[src/irf_pkg.sv]
// Package: register map, field layout, reset values and types of the request flag block
package irf_pkg;

  // ---------------------------------------------------------------
  // Register byte offsets
  // ---------------------------------------------------------------
  localparam logic [7:0] OFS_PRI  = 8'h00;  // Pending flags, primary
  localparam logic [7:0] OFS_SEC  = 8'h04;  // Pending flags, secondary
  localparam logic [7:0] OFS_ENP  = 8'h08;  // Enable register, primary
  localparam logic [7:0] OFS_ENS  = 8'h0c;  // Enable register, secondary
  localparam logic [7:0] OFS_EDGE = 8'h10;  // Edge select, one bit per pin
  localparam logic [7:0] OFS_CTRL = 8'h14;  // System control: transition and pin function

  // ---------------------------------------------------------------
  // Field positions
  // ---------------------------------------------------------------
  localparam int BIT_DT       = 7;  // Direct transition pending
  localparam int BIT_RTC      = 6;  // Real-time clock overflow pending
  localparam int BIT_TB1      = 5;  // Timer B1 overflow pending
  localparam int NPINS        = 4;  // External request pins
  localparam int CTRL_DIRECT_TRANSITION_ENABLE    = 0;  // Direct transition enable
  localparam int CTRL_PIN_LSB = 4;  // Pin-as-interrupt-input bits 7:4

  // ---------------------------------------------------------------
  // Bit layouts and reset values
  // ---------------------------------------------------------------
  localparam logic [7:0] PRI_MASK  = 8'hcf;  // Live bits of primary layout
  localparam logic [7:0] PRI_ONES  = 8'h30;  // Reserved bits reading 1
  localparam logic [7:0] SEC_MASK  = 8'h20;  // Live bits of secondary layout
  localparam logic [7:0] SEC_ONES  = 8'h1f;  // Reserved bits reading 1
  localparam logic [7:0] CTRL_MASK = 8'hf1;  // Live control bits
  localparam logic [7:0] RST_FLAGS = 8'h00;  // Flags after reset
  localparam logic [7:0] RST_CFG   = 8'h00;  // Enables, edges, control after reset

  // ---------------------------------------------------------------
  // Bus encodings
  // ---------------------------------------------------------------
  localparam logic [1:0] HTRANS_NONSEQ = 2'h2;  // Only NONSEQ and SEQ carry a transfer
  localparam logic       HRESP_OKAY    = 1'h0;  // Only response given

  // ---------------------------------------------------------------
  // Types
  // ---------------------------------------------------------------
  // On-chip event pulses, one clock wide, same clock domain
  typedef struct packed {
    logic sleep_direct;  // Sleep caused a direct mode transition
    logic rtc_ovf;       // Real-time clock counter overflow
    logic tb1_ovf;       // Timer B1 counter overflow
  } irf_evt_t;

  // Data phase of the bus slave
  typedef enum logic [2:0] {
    PH_IDLE = 3'b001,
    PH_WR   = 3'b010,
    PH_RD   = 3'b100
  } irf_phase_t;

endpackage : irf_pkg

[src/irf_top.sv]
// Module: interrupt request flag registers behind an AHB-Lite slave
//
// Behaviour
// - Direct transition with enable sets bit 7
// - Clock counter overflow sets primary bit 6
// - Selected pin edge sets pin flag 3..0
// - Timer B1 overflow sets secondary bit 5
// - Writing 0 to a flag clears it
// - Primary 5:4, secondary 4:0 read one
// - Secondary bits 7:6 always read zero
// - All request flags reset to zero
// - Per-pin edge select: rising or falling
// - Request raised only when matching enable set
//
// The address map and the AHB-Lite interface to the registers were decided locally.
module irf_top (
  input  wire logic            CLK,         // System clock, 250 MHz
  input  wire logic            RESET_N,     // Asynchronous reset, active low
  input  wire logic            HSEL,        // Slave select
  input  wire logic [31:0]     HADDR,       // Byte address
  input  wire logic [1:0]      HTRANS,      // Transfer type
  input  wire logic            HWRITE,      // Write when high
  input  wire logic [2:0]      HSIZE,       // Word transfers only
  input  wire logic [31:0]     HWDATA,      // Write data, data phase
  input  wire logic            HREADY,      // Bus ready
  output logic      [31:0]     HRDATA,      // Read data, registered
  output logic                 HREADYOUT,   // Never stalls
  output logic                 HRESP,       // Always OKAY
  input  wire logic [3:0]      EXT_REQ_PIN, // External request pins, asynchronous
  input  wire irf_pkg::irf_evt_t EVENTS,    // On-chip event pulses
  output logic                 INT_REQ      // Level request to the CPU
);

  // ---------------------------------------------------------------
  // Functions
  // ---------------------------------------------------------------
  // Visible value of a register: live bits plus fixed ones
  function automatic logic [7:0] fn_view(input logic [7:0] v, input logic [7:0] m,
                                         input logic [7:0] o);
    fn_view = (v & m) | o;
  endfunction : fn_view

  // Flag update: set wins over a clearing write of zero
  function automatic logic [7:0] fn_flag(input logic [7:0] cur, input logic [7:0] set,
                                         input logic [7:0] clr, input logic [7:0] m);
    fn_flag = ((cur & ~clr) | set) & m;
  endfunction : fn_flag

  // ---------------------------------------------------------------
  // Registers
  // ---------------------------------------------------------------
  irf_pkg::irf_phase_t phase_reg, phase_next;  // Data phase kind
  logic [7:0]  addr_reg, addr_next;            // Address captured in address phase
  logic [31:0] rdata_reg, rdata_next;          // Read data
  logic        ready_reg, resp_reg;            // Bus handshake outputs
  logic [7:0]  pri_reg, pri_next;              // Pending flags, primary
  logic [7:0]  sec_reg, sec_next;              // Pending flags, secondary
  logic [7:0]  enp_reg, enp_next;              // Enables, primary
  logic [7:0]  ens_reg, ens_next;              // Enables, secondary
  logic [3:0]  edge_reg, edge_next;            // 1 = rising edge
  logic [7:0]  ctrl_reg, ctrl_next;            // Control bits
  logic [3:0]  sync1_reg, sync2_reg, prev_reg; // Pin synchroniser and history
  logic        int_reg, int_next;              // Interrupt request output

  // Combinational helpers
  logic        accept;                         // Address phase taken
  logic        wr_en;                          // Write data phase live
  logic [3:0]  pin_hit;                        // Selected edge seen on enabled pin
  logic [7:0]  set_pri, set_sec;               // Hardware set terms
  logic [7:0]  clr_wr;                         // Zeros written to live bits

  // ---------------------------------------------------------------
  // Bus address phase
  // ---------------------------------------------------------------
  // Capture the transfer; answer is always zero wait states
  always_comb begin
    accept     = HSEL && HREADY && HTRANS[1];
    phase_next = irf_pkg::PH_IDLE;
    addr_next  = addr_reg;
    if (accept) begin
      addr_next  = HADDR[7:0];
      phase_next = HWRITE ? irf_pkg::PH_WR : irf_pkg::PH_RD;
    end
  end

  // ---------------------------------------------------------------
  // Pin edge detection
  // ---------------------------------------------------------------
  // Rising or falling per pin, only when the pin is an interrupt input
  always_comb begin
    for (int i = 0; i < irf_pkg::NPINS; i++) begin
      pin_hit[i] = ctrl_reg[irf_pkg::CTRL_PIN_LSB + i] &&
                   (edge_reg[i] ? (sync2_reg[i] && !prev_reg[i])
                                : (!sync2_reg[i] && prev_reg[i]));
    end
  end

  // ---------------------------------------------------------------
  // Register next values
  // ---------------------------------------------------------------
  // Flags: hardware sets, software clears by writing zero
  always_comb begin
    wr_en   = (phase_reg == irf_pkg::PH_WR);
    set_pri = 8'h00;
    set_sec = 8'h00;
    clr_wr  = 8'h00;
    set_pri[irf_pkg::BIT_DT]  = EVENTS.sleep_direct && ctrl_reg[irf_pkg::CTRL_DIRECT_TRANSITION_ENABLE];
    set_pri[irf_pkg::BIT_RTC] = EVENTS.rtc_ovf;
    set_pri[3:0]              = pin_hit;
    set_sec[irf_pkg::BIT_TB1] = EVENTS.tb1_ovf;
    enp_next  = enp_reg;
    ens_next  = ens_reg;
    edge_next = edge_reg;
    ctrl_next = ctrl_reg;
    // Writing zero clears, writing one leaves the flag alone
    if (wr_en) begin
      clr_wr = ~HWDATA[7:0];
    end
    pri_next = fn_flag(pri_reg, set_pri,
                       (wr_en && addr_reg == irf_pkg::OFS_PRI) ? clr_wr : 8'h00,
                       irf_pkg::PRI_MASK);
    sec_next = fn_flag(sec_reg, set_sec,
                       (wr_en && addr_reg == irf_pkg::OFS_SEC) ? clr_wr : 8'h00,
                       irf_pkg::SEC_MASK);
    // Plain configuration registers
    if (wr_en) begin
      case (addr_reg)
        irf_pkg::OFS_ENP: begin
          enp_next = HWDATA[7:0] & irf_pkg::PRI_MASK;
        end
        irf_pkg::OFS_ENS: begin
          ens_next = HWDATA[7:0] & irf_pkg::SEC_MASK;
        end
        irf_pkg::OFS_EDGE: begin
          edge_next = HWDATA[3:0];
        end
        irf_pkg::OFS_CTRL: begin
          ctrl_next = HWDATA[7:0] & irf_pkg::CTRL_MASK;
        end
        default: begin
          // Flag registers and unmapped writes: nothing more
        end
      endcase
    end
    // Request only for flags whose enable is set
    int_next = |((pri_next & enp_next) | (sec_next & ens_next));
  end

  // ---------------------------------------------------------------
  // Read data
  // ---------------------------------------------------------------
  // Built from next values so a write just before a read is seen
  always_comb begin
    rdata_next = 32'h0000_0000;
    if (accept && !HWRITE) begin
      case (HADDR[7:0])
        irf_pkg::OFS_PRI: begin
          rdata_next[7:0] = fn_view(pri_next, irf_pkg::PRI_MASK, irf_pkg::PRI_ONES);
        end
        irf_pkg::OFS_SEC: begin
          rdata_next[7:0] = fn_view(sec_next, irf_pkg::SEC_MASK, irf_pkg::SEC_ONES);
        end
        irf_pkg::OFS_ENP: begin
          rdata_next[7:0] = fn_view(enp_next, irf_pkg::PRI_MASK, irf_pkg::PRI_ONES);
        end
        irf_pkg::OFS_ENS: begin
          rdata_next[7:0] = fn_view(ens_next, irf_pkg::SEC_MASK, irf_pkg::SEC_ONES);
        end
        irf_pkg::OFS_EDGE: begin
          rdata_next[3:0] = edge_next;
        end
        irf_pkg::OFS_CTRL: begin
          rdata_next[7:0] = ctrl_next;
        end
        default: begin
          // Unmapped: reads zero
          rdata_next = 32'h0000_0000;
        end
      endcase
    end
  end

  // ---------------------------------------------------------------
  // State registers
  // ---------------------------------------------------------------
  // All flip-flops; asynchronous reset to constants
  always_ff @(posedge CLK or negedge RESET_N) begin
    if (!RESET_N) begin
      phase_reg <= irf_pkg::PH_IDLE;
      addr_reg  <= 8'h00;
      rdata_reg <= 32'h0000_0000;
      ready_reg <= 1'h1;
      resp_reg  <= irf_pkg::HRESP_OKAY;
      pri_reg   <= irf_pkg::RST_FLAGS;
      sec_reg   <= irf_pkg::RST_FLAGS;
      enp_reg   <= irf_pkg::RST_CFG;
      ens_reg   <= irf_pkg::RST_CFG;
      edge_reg  <= 4'h0;
      ctrl_reg  <= irf_pkg::RST_CFG;
      sync1_reg <= 4'h0;
      sync2_reg <= 4'h0;
      prev_reg  <= 4'h0;
      int_reg   <= 1'h0;
    end else begin
      phase_reg <= phase_next;
      addr_reg  <= addr_next;
      rdata_reg <= rdata_next;
      ready_reg <= 1'h1;
      resp_reg  <= irf_pkg::HRESP_OKAY;
      pri_reg   <= pri_next;
      sec_reg   <= sec_next;
      enp_reg   <= enp_next;
      ens_reg   <= ens_next;
      edge_reg  <= edge_next;
      ctrl_reg  <= ctrl_next;
      sync1_reg <= EXT_REQ_PIN;
      sync2_reg <= sync1_reg;
      prev_reg  <= sync2_reg;
      int_reg   <= int_next;
    end
  end

  // Outputs straight from flip-flops
  assign HRDATA    = rdata_reg;
  assign HREADYOUT = ready_reg;
  assign HRESP     = resp_reg;
  assign INT_REQ   = int_reg;
endmodule : irf_top

[config.mk]
export PLATFORM = sky130hd
export DESIGN_NAME = irf_top
export DESIGN_NICKNAME = d
export VERILOG_FILES = /design/src/irf_pkg.sv /design/src/irf_top.sv
export SDC_FILE = /design/constraint.sdc
export NUM_CORES = 1
export LEC_CHECK = 0
export ABC_AREA = 1
export BUFFER_PORTS_ARGS = -buffer_cell sky130_fd_sc_hd__buf_2
export CAP_MARGIN = 40
export CORE_MARGIN = 3
export CORE_UTILIZATION = 53
export DETAILED_ROUTE_END_ITERATION = 10
export PLACE_DENSITY_LB_ADDON = 0.05
export SETUP_SLACK_MARGIN = 0.2
export SLEW_MARGIN = 20
export SYNTH_ARGS = -nofsm -noshare
export SYNTH_HDL_FRONTEND = slang
export SYNTH_SLANG_ARGS = --single-unit
[constraint.sdc]
create_clock -name CLK -period 3.38 [get_ports CLK]
set_clock_uncertainty 0.15 [all_clocks]
set_input_delay 0.507 -clock CLK [delete_from_list [all_inputs] [get_ports CLK]]
set_output_delay 0.507 -clock CLK [all_outputs]
set_load 0.005 [all_outputs]
### Yosys cells after proc, flatten, opt, wreduce, memory -nomap -nowiden

Index checks and enable logic that the tools add are counted.

| storage, ports and cells | value |
|---|---|
| latch bits | 0 |
| memories kept | 0 |
| output and inout port bits | 35 |
| bits of input ports | 81 |
| RAM bits | 0 |
| ROM bits | 0 |
| register bits | 67 |

| operators by class | value |
|---|---|
| reduce and logical (&&, ||, !) cells | 31 |
| div/mod/pow operators | 0 |
| equal/unequal tests | 11 |
| bitwise gates (word level) | 10 |
| $lt $le $gt $ge | 0 |
| muxes and demuxes | 20 |
| $mul | 0 |
| shifts and indexed selects | 0 |
| $add $sub $neg | 0 |

Operator list:

| cell | count |
|---|---|
| 2-to-1 mux 8 bit | 9 |
| case mux 4 bit (5 select lines) | 2 |
| == test 8 x 4 -> 1 bit (second input constant) | 4 |
| == test 8 x 5 -> 1 bit (second input constant) | 4 |
| logical AND 1 bit | 18 |
| bitwise AND 8 bit | 2 |
| == test 8 x 3 -> 1 bit (second input constant) | 2 |
| zero test 8 bit | 2 |
| NOT 8 bit | 2 |
| bitwise OR 8 bit | 2 |
| zero test 1 bit | 9 |
| bitwise AND 6 x 8 -> 8 bit | 1 |
| 2-to-1 mux 4 bit | 2 |
| OR reduction 8 bit | 1 |
| bitwise AND 6 bit | 1 |
| 2-to-1 mux 3 bit | 2 |
| 2-to-1 mux 6 bit | 1 |
| NOT 6 bit | 1 |
| bitwise OR 6 bit | 1 |
| 2-to-1 mux 1 bit | 4 |
| == test 3 x 2 -> 1 bit (second input constant) | 1 |
| OR reduction 2 bit | 1 |

### Depth between registers and ports, before layout

| depth | value |
|---|---|
| depth in word-level cells | 9 |
| depth in mapped cells | 12 |
| depth with buffers taken out | 11 |

### Least setup slack after synthesis

OpenSTA, ideal clock, no wires.

| timing | value |
|---|---|
| kind | input to register |
| start | input HADDR[1] |
| end | register rdata_reg[0], in the netlist HRDATA[0] |
| required time | 3.152 ns |
| stages on the path | 7 |
| arrival time | 1.354 ns |
| buffers on the path | 0 |
| slack | 1.798 ns |
| cell sequence | nor2_2 > nand2_1 > nor3_2 > nand3_1 > nand2_1 > nor2_1 > a21oi_1 |

| between the ends | value |
|---|---|
| longest elaborated chain between the ends | 4 |

RTL lines:

| element | RTL line | text |
|---|---|---|
| from (decl) | irf_top.sv:20 | `input wire logic [31:0] HADDR,` |
| == test 8 x 4 -> 1 bit / == test 8 x 3 -> 1 bit (equally long branches) | irf_top.sv:156 | `case (HADDR[7:0])` |
| OR reduction 2 bit (no source line) | -- |  |
| case mux 4 bit (5 select lines) * | irf_top.sv:156 |  |
| 2-to-1 mux 8 bit * | irf_top.sv:155 | `if (accept && !HWRITE) begin` |
| named net rdata_next[0] | irf_top.sv:54 | `logic [31:0] rdata_reg, rdata_next;` |
| to (signal assigned) | irf_top.sv:207 | `rdata_reg <= rdata_next;` |
| to (decl) | irf_top.sv:54 |  |

Mark *: on every way through the listed nets, which the timed path passes. The rest lies on a longest branch.
A chain may end at the register's enable or synchronous reset.

### Final worst setup path

| timing | value |
|---|---|
| start | register addr_reg[0] |
| end | register int_reg, in the netlist INT_REQ |

| between the ends | value |
|---|---|
| longest elaborated chain between the ends | 9 |

RTL lines:

| element | RTL line | text |
|---|---|---|
| from (decl) | irf_top.sv:53 | `logic [7:0] addr_reg, addr_next;` |
| from (signal assigned) | irf_top.sv:206 | `addr_reg <= addr_next;` |
| zero test 8 bit | irf_top.sv:120 | `(wr_en && addr_reg == irf_pkg::OFS_PRI) ? clr_wr : 8'h00,` |
| logical AND 1 bit | irf_top.sv:120 |  |
| 2-to-1 mux 8 bit | irf_top.sv:120 |  |
| NOT 8 bit | irf_top.sv:46 | `fn_flag = ((cur & ~clr) \| set) & m;` |
| bitwise AND 8 bit | irf_top.sv:46 |  |
| bitwise OR 8 bit | irf_top.sv:46 |  |
| named net pri_next[7] | irf_top.sv:56 | `logic [7:0] pri_reg, pri_next;` |
| bitwise AND 8 bit | irf_top.sv:146 | `int_next = \|((pri_next & enp_next) \| (sec_next & ens_next));` |
| bitwise OR 8 bit | irf_top.sv:146 |  |
| OR reduction 8 bit | irf_top.sv:146 |  |
| named net int_next | irf_top.sv:63 | `logic int_reg, int_next;` |
| to (signal assigned) | irf_top.sv:219 | `int_reg <= int_next;` |
| to (decl) | irf_top.sv:63 |  |

The timed path passes the listed nets, and every way through them passes these cells.

==> flow_results.xml <==
<?xml version="1.0" encoding="UTF-8"?>
<metrics>
  <group name="outcome">
    <metric name="status" unit="">finished, final reports clean</metric>
  </group>
  <group name="sta">
    <metric name="worst-slew-pin-transition" unit="ps">779.5</metric>
    <metric name="setup_repair_after_global_routing_missed_its_margin" unit="">false</metric>
    <metric name="period_needed" unit="ps">2114</metric>
    <metric name="min_period_over_period" unit="%">62.54</metric>
    <metric name="timing.slew.headroom" unit="%">47.59</metric>
    <metric name="fmaxAchievable" unit="MHz">473.0</metric>
    <metric name="totalNegativeSetupSlack" unit="ps">0</metric>
    <metric name="setup-violations-final" unit="">0</metric>
    <metric name="hold_viol" unit="">0</metric>
    <metric name="drv_slew" unit="">0</metric>
  </group>
  <group name="clocking">
    <metric name="cts.sinks" unit="">58</metric>
    <metric name="postCtsResizedCells" unit="">0</metric>
    <metric name="clockBufferDepth" unit="">2</metric>
    <metric name="hold_buffers" unit="">0</metric>
    <metric name="htreeDepth" unit="">3</metric>
    <metric name="clk_latency" unit="ps">330</metric>
    <metric name="cts_tree" unit="">yes</metric>
    <metric name="cts_root_buffer" unit="">sky130_fd_sc_hd__clkbuf_8</metric>
    <metric name="clk_pin_slew_worst_paths" unit="ps">60</metric>
    <metric name="post-cts-setup-buffers" unit="">0</metric>
    <metric name="cts-buffers-inserted" unit="">9</metric>
  </group>
  <group name="placement">
    <metric name="numPlacedInstances" unit="">455</metric>
    <metric name="port_buffer_count" unit="">37</metric>
    <metric name="hpwl_after_detailed_placement" unit="um">4453</metric>
    <metric name="gpl.final_weighted_congestion" unit="">0.8762</metric>
  </group>
  <group name="detailed_routing">
    <metric name="detailedRoute.firstIterationViolations" unit="">88</metric>
    <metric name="routed-wl-met3" unit="um">472</metric>
    <metric name="route.vias.total" unit="">2212</metric>
    <metric name="post-route-drc-count" unit="">0</metric>
    <metric name="viasPerCell" unit="">4.696</metric>
    <metric name="detail_route.wirelength" unit="um">6053</metric>
    <metric name="met2_length" unit="um">2711</metric>
    <metric name="drt_pass_1_iters" unit="">4</metric>
    <metric name="wl_met1" unit="um">2719</metric>
    <metric name="top_layer_used" unit="">met4</metric>
    <metric name="route.antenna.remaining_nets" unit="">0</metric>
    <metric name="routedWlPerCell" unit="um">12.85</metric>
  </group>
  <group name="setup_path">
    <metric name="cp_max_fo" unit="">7</metric>
    <metric name="critical_path_startpoint_category" unit="">flip-flop</metric>
    <metric name="crit_arrival" unit="ps">2180</metric>
    <metric name="worst_ep_required_time" unit="ps">3450</metric>
    <metric name="end_kind" unit="">flip-flop</metric>
    <metric name="critical_path_class" unit="">flip-flop to flip-flop</metric>
    <metric name="setup.worst_path.start" unit="">addr_reg[0]</metric>
    <metric name="reg2reg_from" unit="">addr_reg[0]</metric>
  </group>
  <group name="logic_synthesis">
    <metric name="synthMostInstantiatedCell" unit="">sky130_fd_sc_hd__nand2_1</metric>
    <metric name="top_post_synthesis_cells_by_area" unit="">sky130_fd_sc_hd__dfrtp_1 48%, sky130_fd_sc_hd__nand2_1 10%, sky130_fd_sc_hd__buf_4 7.1%</metric>
    <metric name="synthTopCellsByCount" unit="">81 x sky130_fd_sc_hd__nand2_1, 57 x sky130_fd_sc_hd__dfrtp_1, 38 x sky130_fd_sc_hd__inv_1</metric>
    <metric name="synth_top_cell_by_area" unit="">sky130_fd_sc_hd__dfrtp_1</metric>
    <metric name="yosys_warnings" unit="">0</metric>
    <metric name="synth_async_sr_flop_share" unit="%">100.0</metric>
    <metric name="synth_top_area_share" unit="%">47.98</metric>
    <metric name="synth_top_flop_cell" unit="">sky130_fd_sc_hd__dfrtp_1</metric>
    <metric name="yosysUniqueCellTypes" unit="">29</metric>
    <metric name="netlist_area" unit="mm2">0.002973</metric>
    <metric name="seq_area_frac_synth" unit="%">48.86</metric>
    <metric name="synthesis.area_per_instance" unit="um2">8.446</metric>
    <metric name="yosys_register_bits" unit="">58</metric>
    <metric name="postSynthCellCount" unit="">352</metric>
    <metric name="synth_enable_flop_cells" unit="">0</metric>
  </group>
  <group name="grt">
    <metric name="grt_first_pass_wirelength" unit="um">9887</metric>
    <metric name="grt_pass1_vias" unit="">2097</metric>
    <metric name="initial_antenna_violation_count" unit="">0</metric>
    <metric name="track_usage" unit="%">20.54</metric>
    <metric name="gr-total-overflow" unit="">0</metric>
    <metric name="maximum_number_of_pins_on_one_net_before_global_route_repair" unit="">34</metric>
  </group>
  <group name="run">
    <metric name="cap_viol_max_count" unit="">0</metric>
  </group>
  <group name="finish">
    <metric name="nNetsFinal" unit="">477</metric>
    <metric name="layout-drive-gt1-share" unit="%">24.69</metric>
    <metric name="fin_cells" unit="">471</metric>
    <metric name="antenna_cells" unit="">0</metric>
    <metric name="area_growth_syn_to_layout" unit="%">12.21</metric>
  </group>
  <group name="pwr">
    <metric name="vdd.ir_drop.worst" unit="mV">0.3407</metric>
    <metric name="power-per-cell-area" unit="mW/mm2">469.0</metric>
    <metric name="p_leak" unit="nW">1.803</metric>
  </group>
  <group name="floorplanning">
    <metric name="die_x" unit="um">80.90</metric>
    <metric name="die_y" unit="um">80.90</metric>
    <metric name="design.portCount" unit="">116</metric>
    <metric name="floorplan.initialDensity" unit="%">56.41</metric>
    <metric name="rows" unit="">26</metric>
    <metric name="coreArea" unit="mm2">0.005270</metric>
    <metric name="die_area" unit="mm2">0.006544</metric>
  </group>
  <group name="worst_hold_path">
    <metric name="hold_class" unit="">primary input to asynchronous set/reset pin</metric>
  </group>
</metrics>
-- layout by cell type, fill, tap and decap left out, types with 2 or more instances in the layout --
master | Yosys | layout
sky130_fd_sc_hd__and2_4 | 2 | 2
sky130_fd_sc_hd__dfrtp_1 | 57 | 57
sky130_fd_sc_hd__nor2_2 | 3 | 3
sky130_fd_sc_hd__o21ai_1 | 3 | 3
sky130_fd_sc_hd__nand3_2 | 9 | 9
sky130_fd_sc_hd__nand3_1 | 33 | 33
sky130_fd_sc_hd__inv_1 | 38 | 38
sky130_fd_sc_hd__bufinv_16 | 0 | 2
sky130_fd_sc_hd__nand2_1 | 81 | 81
sky130_fd_sc_hd__clkinv_2 | 0 | 2
sky130_fd_sc_hd__a21oi_1 | 8 | 8
sky130_fd_sc_hd__nor2_4 | 2 | 2
sky130_fd_sc_hd__buf_4 | 28 | 2
sky130_fd_sc_hd__buf_2 | 0 | 37
sky130_fd_sc_hd__nand2_2 | 9 | 9
sky130_fd_sc_hd__o21ai_0 | 6 | 6
sky130_fd_sc_hd__o22ai_1 | 4 | 4
sky130_fd_sc_hd__o21ai_2 | 3 | 3
sky130_fd_sc_hd__nor3_1 | 2 | 2
sky130_fd_sc_hd__conb_1 | 2 | 26
sky130_fd_sc_hd__nor2_8 | 2 | 2
sky130_fd_sc_hd__inv_2 | 10 | 10
sky130_fd_sc_hd__and2_1 | 8 | 8
sky130_fd_sc_hd__nand2_4 | 2 | 2
sky130_fd_sc_hd__nor2_1 | 33 | 33
sky130_fd_sc_hd__clkbuf_8 | 0 | 10
-- critical path, cell delays in order (launching register included) --
cell and delay, ps:
sky130_fd_sc_hd__dfrtp_1 370, sky130_fd_sc_hd__inv_2 80, sky130_fd_sc_hd__nand2_4 90, sky130_fd_sc_hd__nor2_1 470, sky130_fd_sc_hd__buf_4 270, sky130_fd_sc_hd__nand3_1 80
sky130_fd_sc_hd__nand2_1 90, sky130_fd_sc_hd__nand2_1 70, sky130_fd_sc_hd__and2_1 140, sky130_fd_sc_hd__nor2_1 110, sky130_fd_sc_hd__nand2_1 80
-- power breakdown --
part	total, mW	leakage, nW	internal (mW)	switching (mW)
logic	0.125	0.998	0.0389	0.0864
clock network	0.701	0.109	0.432	0.268
registers	0.738	0.695	0.720	0.0187
total	1.56	1.80	1.19	0.373
-- through the flow --
stage	utilization, %	hold WS [ps]	worst slack [ps]	power (mW)	instance area [um2]
2_1_floorplan	-	61.41	1798	0.8495	3063
3_3_place_gp	59.14	183.2	1181	0.8736	3117
3_5_place_dp	59.14	185.8	1194	0.8775	3117
4_1_cts	63.30	27.60	1259	1.581	3336
5_1_grt	63.30	42.36	1110	1.630	3336
6_report	63.30	16.24	1266	1.564	3336
-- kinds of logic (layout without fill, tap and decap cells) --
group / Yosys count / count (layout) / share of synthesized area (%)
simple gates: 188 / 188 / 31.86
buf+inv: 78 / 103 / 13.93
flops: 58 / 58 / 48.86
compound gates: 26 / 26 / 5.093
other cells: 2 / 26 / 0.2526
-- worst paths after layout --
path	to	slack, ps	cells after the start
min in group CLK	sync1_reg[2]	130	1
setup reg to reg	INT_REQ	1270	10
max in group asynchronous	enp_reg[3]	2220	2
hold reg to reg	sync2_reg[0]	200	0
setup / recovery	INT_REQ	1270	10
hold / removal	addr_reg[6]	20	1
-- final cells by class --
type | instances | area (um2)
repair buffers | 39 | 200.2
well taps | 70 | 87.58
inverters | 48 | 180.2
fillers | 477 | 1934
clock buffers | 11 | 141.4
multi-input cells | 240 | 1196
clock inverters | 5 | 77.57
flip-flops and latches | 58 | 1453
-- routing by layer --
layer	track usage [%]	up-vias
li1	-	1126
met1	27.86	1001
met2	30.54	73
met3	6.763	12
met4	7.939	0
met5	0	-
No activity file was read; power rests on OpenSTA's default activity.
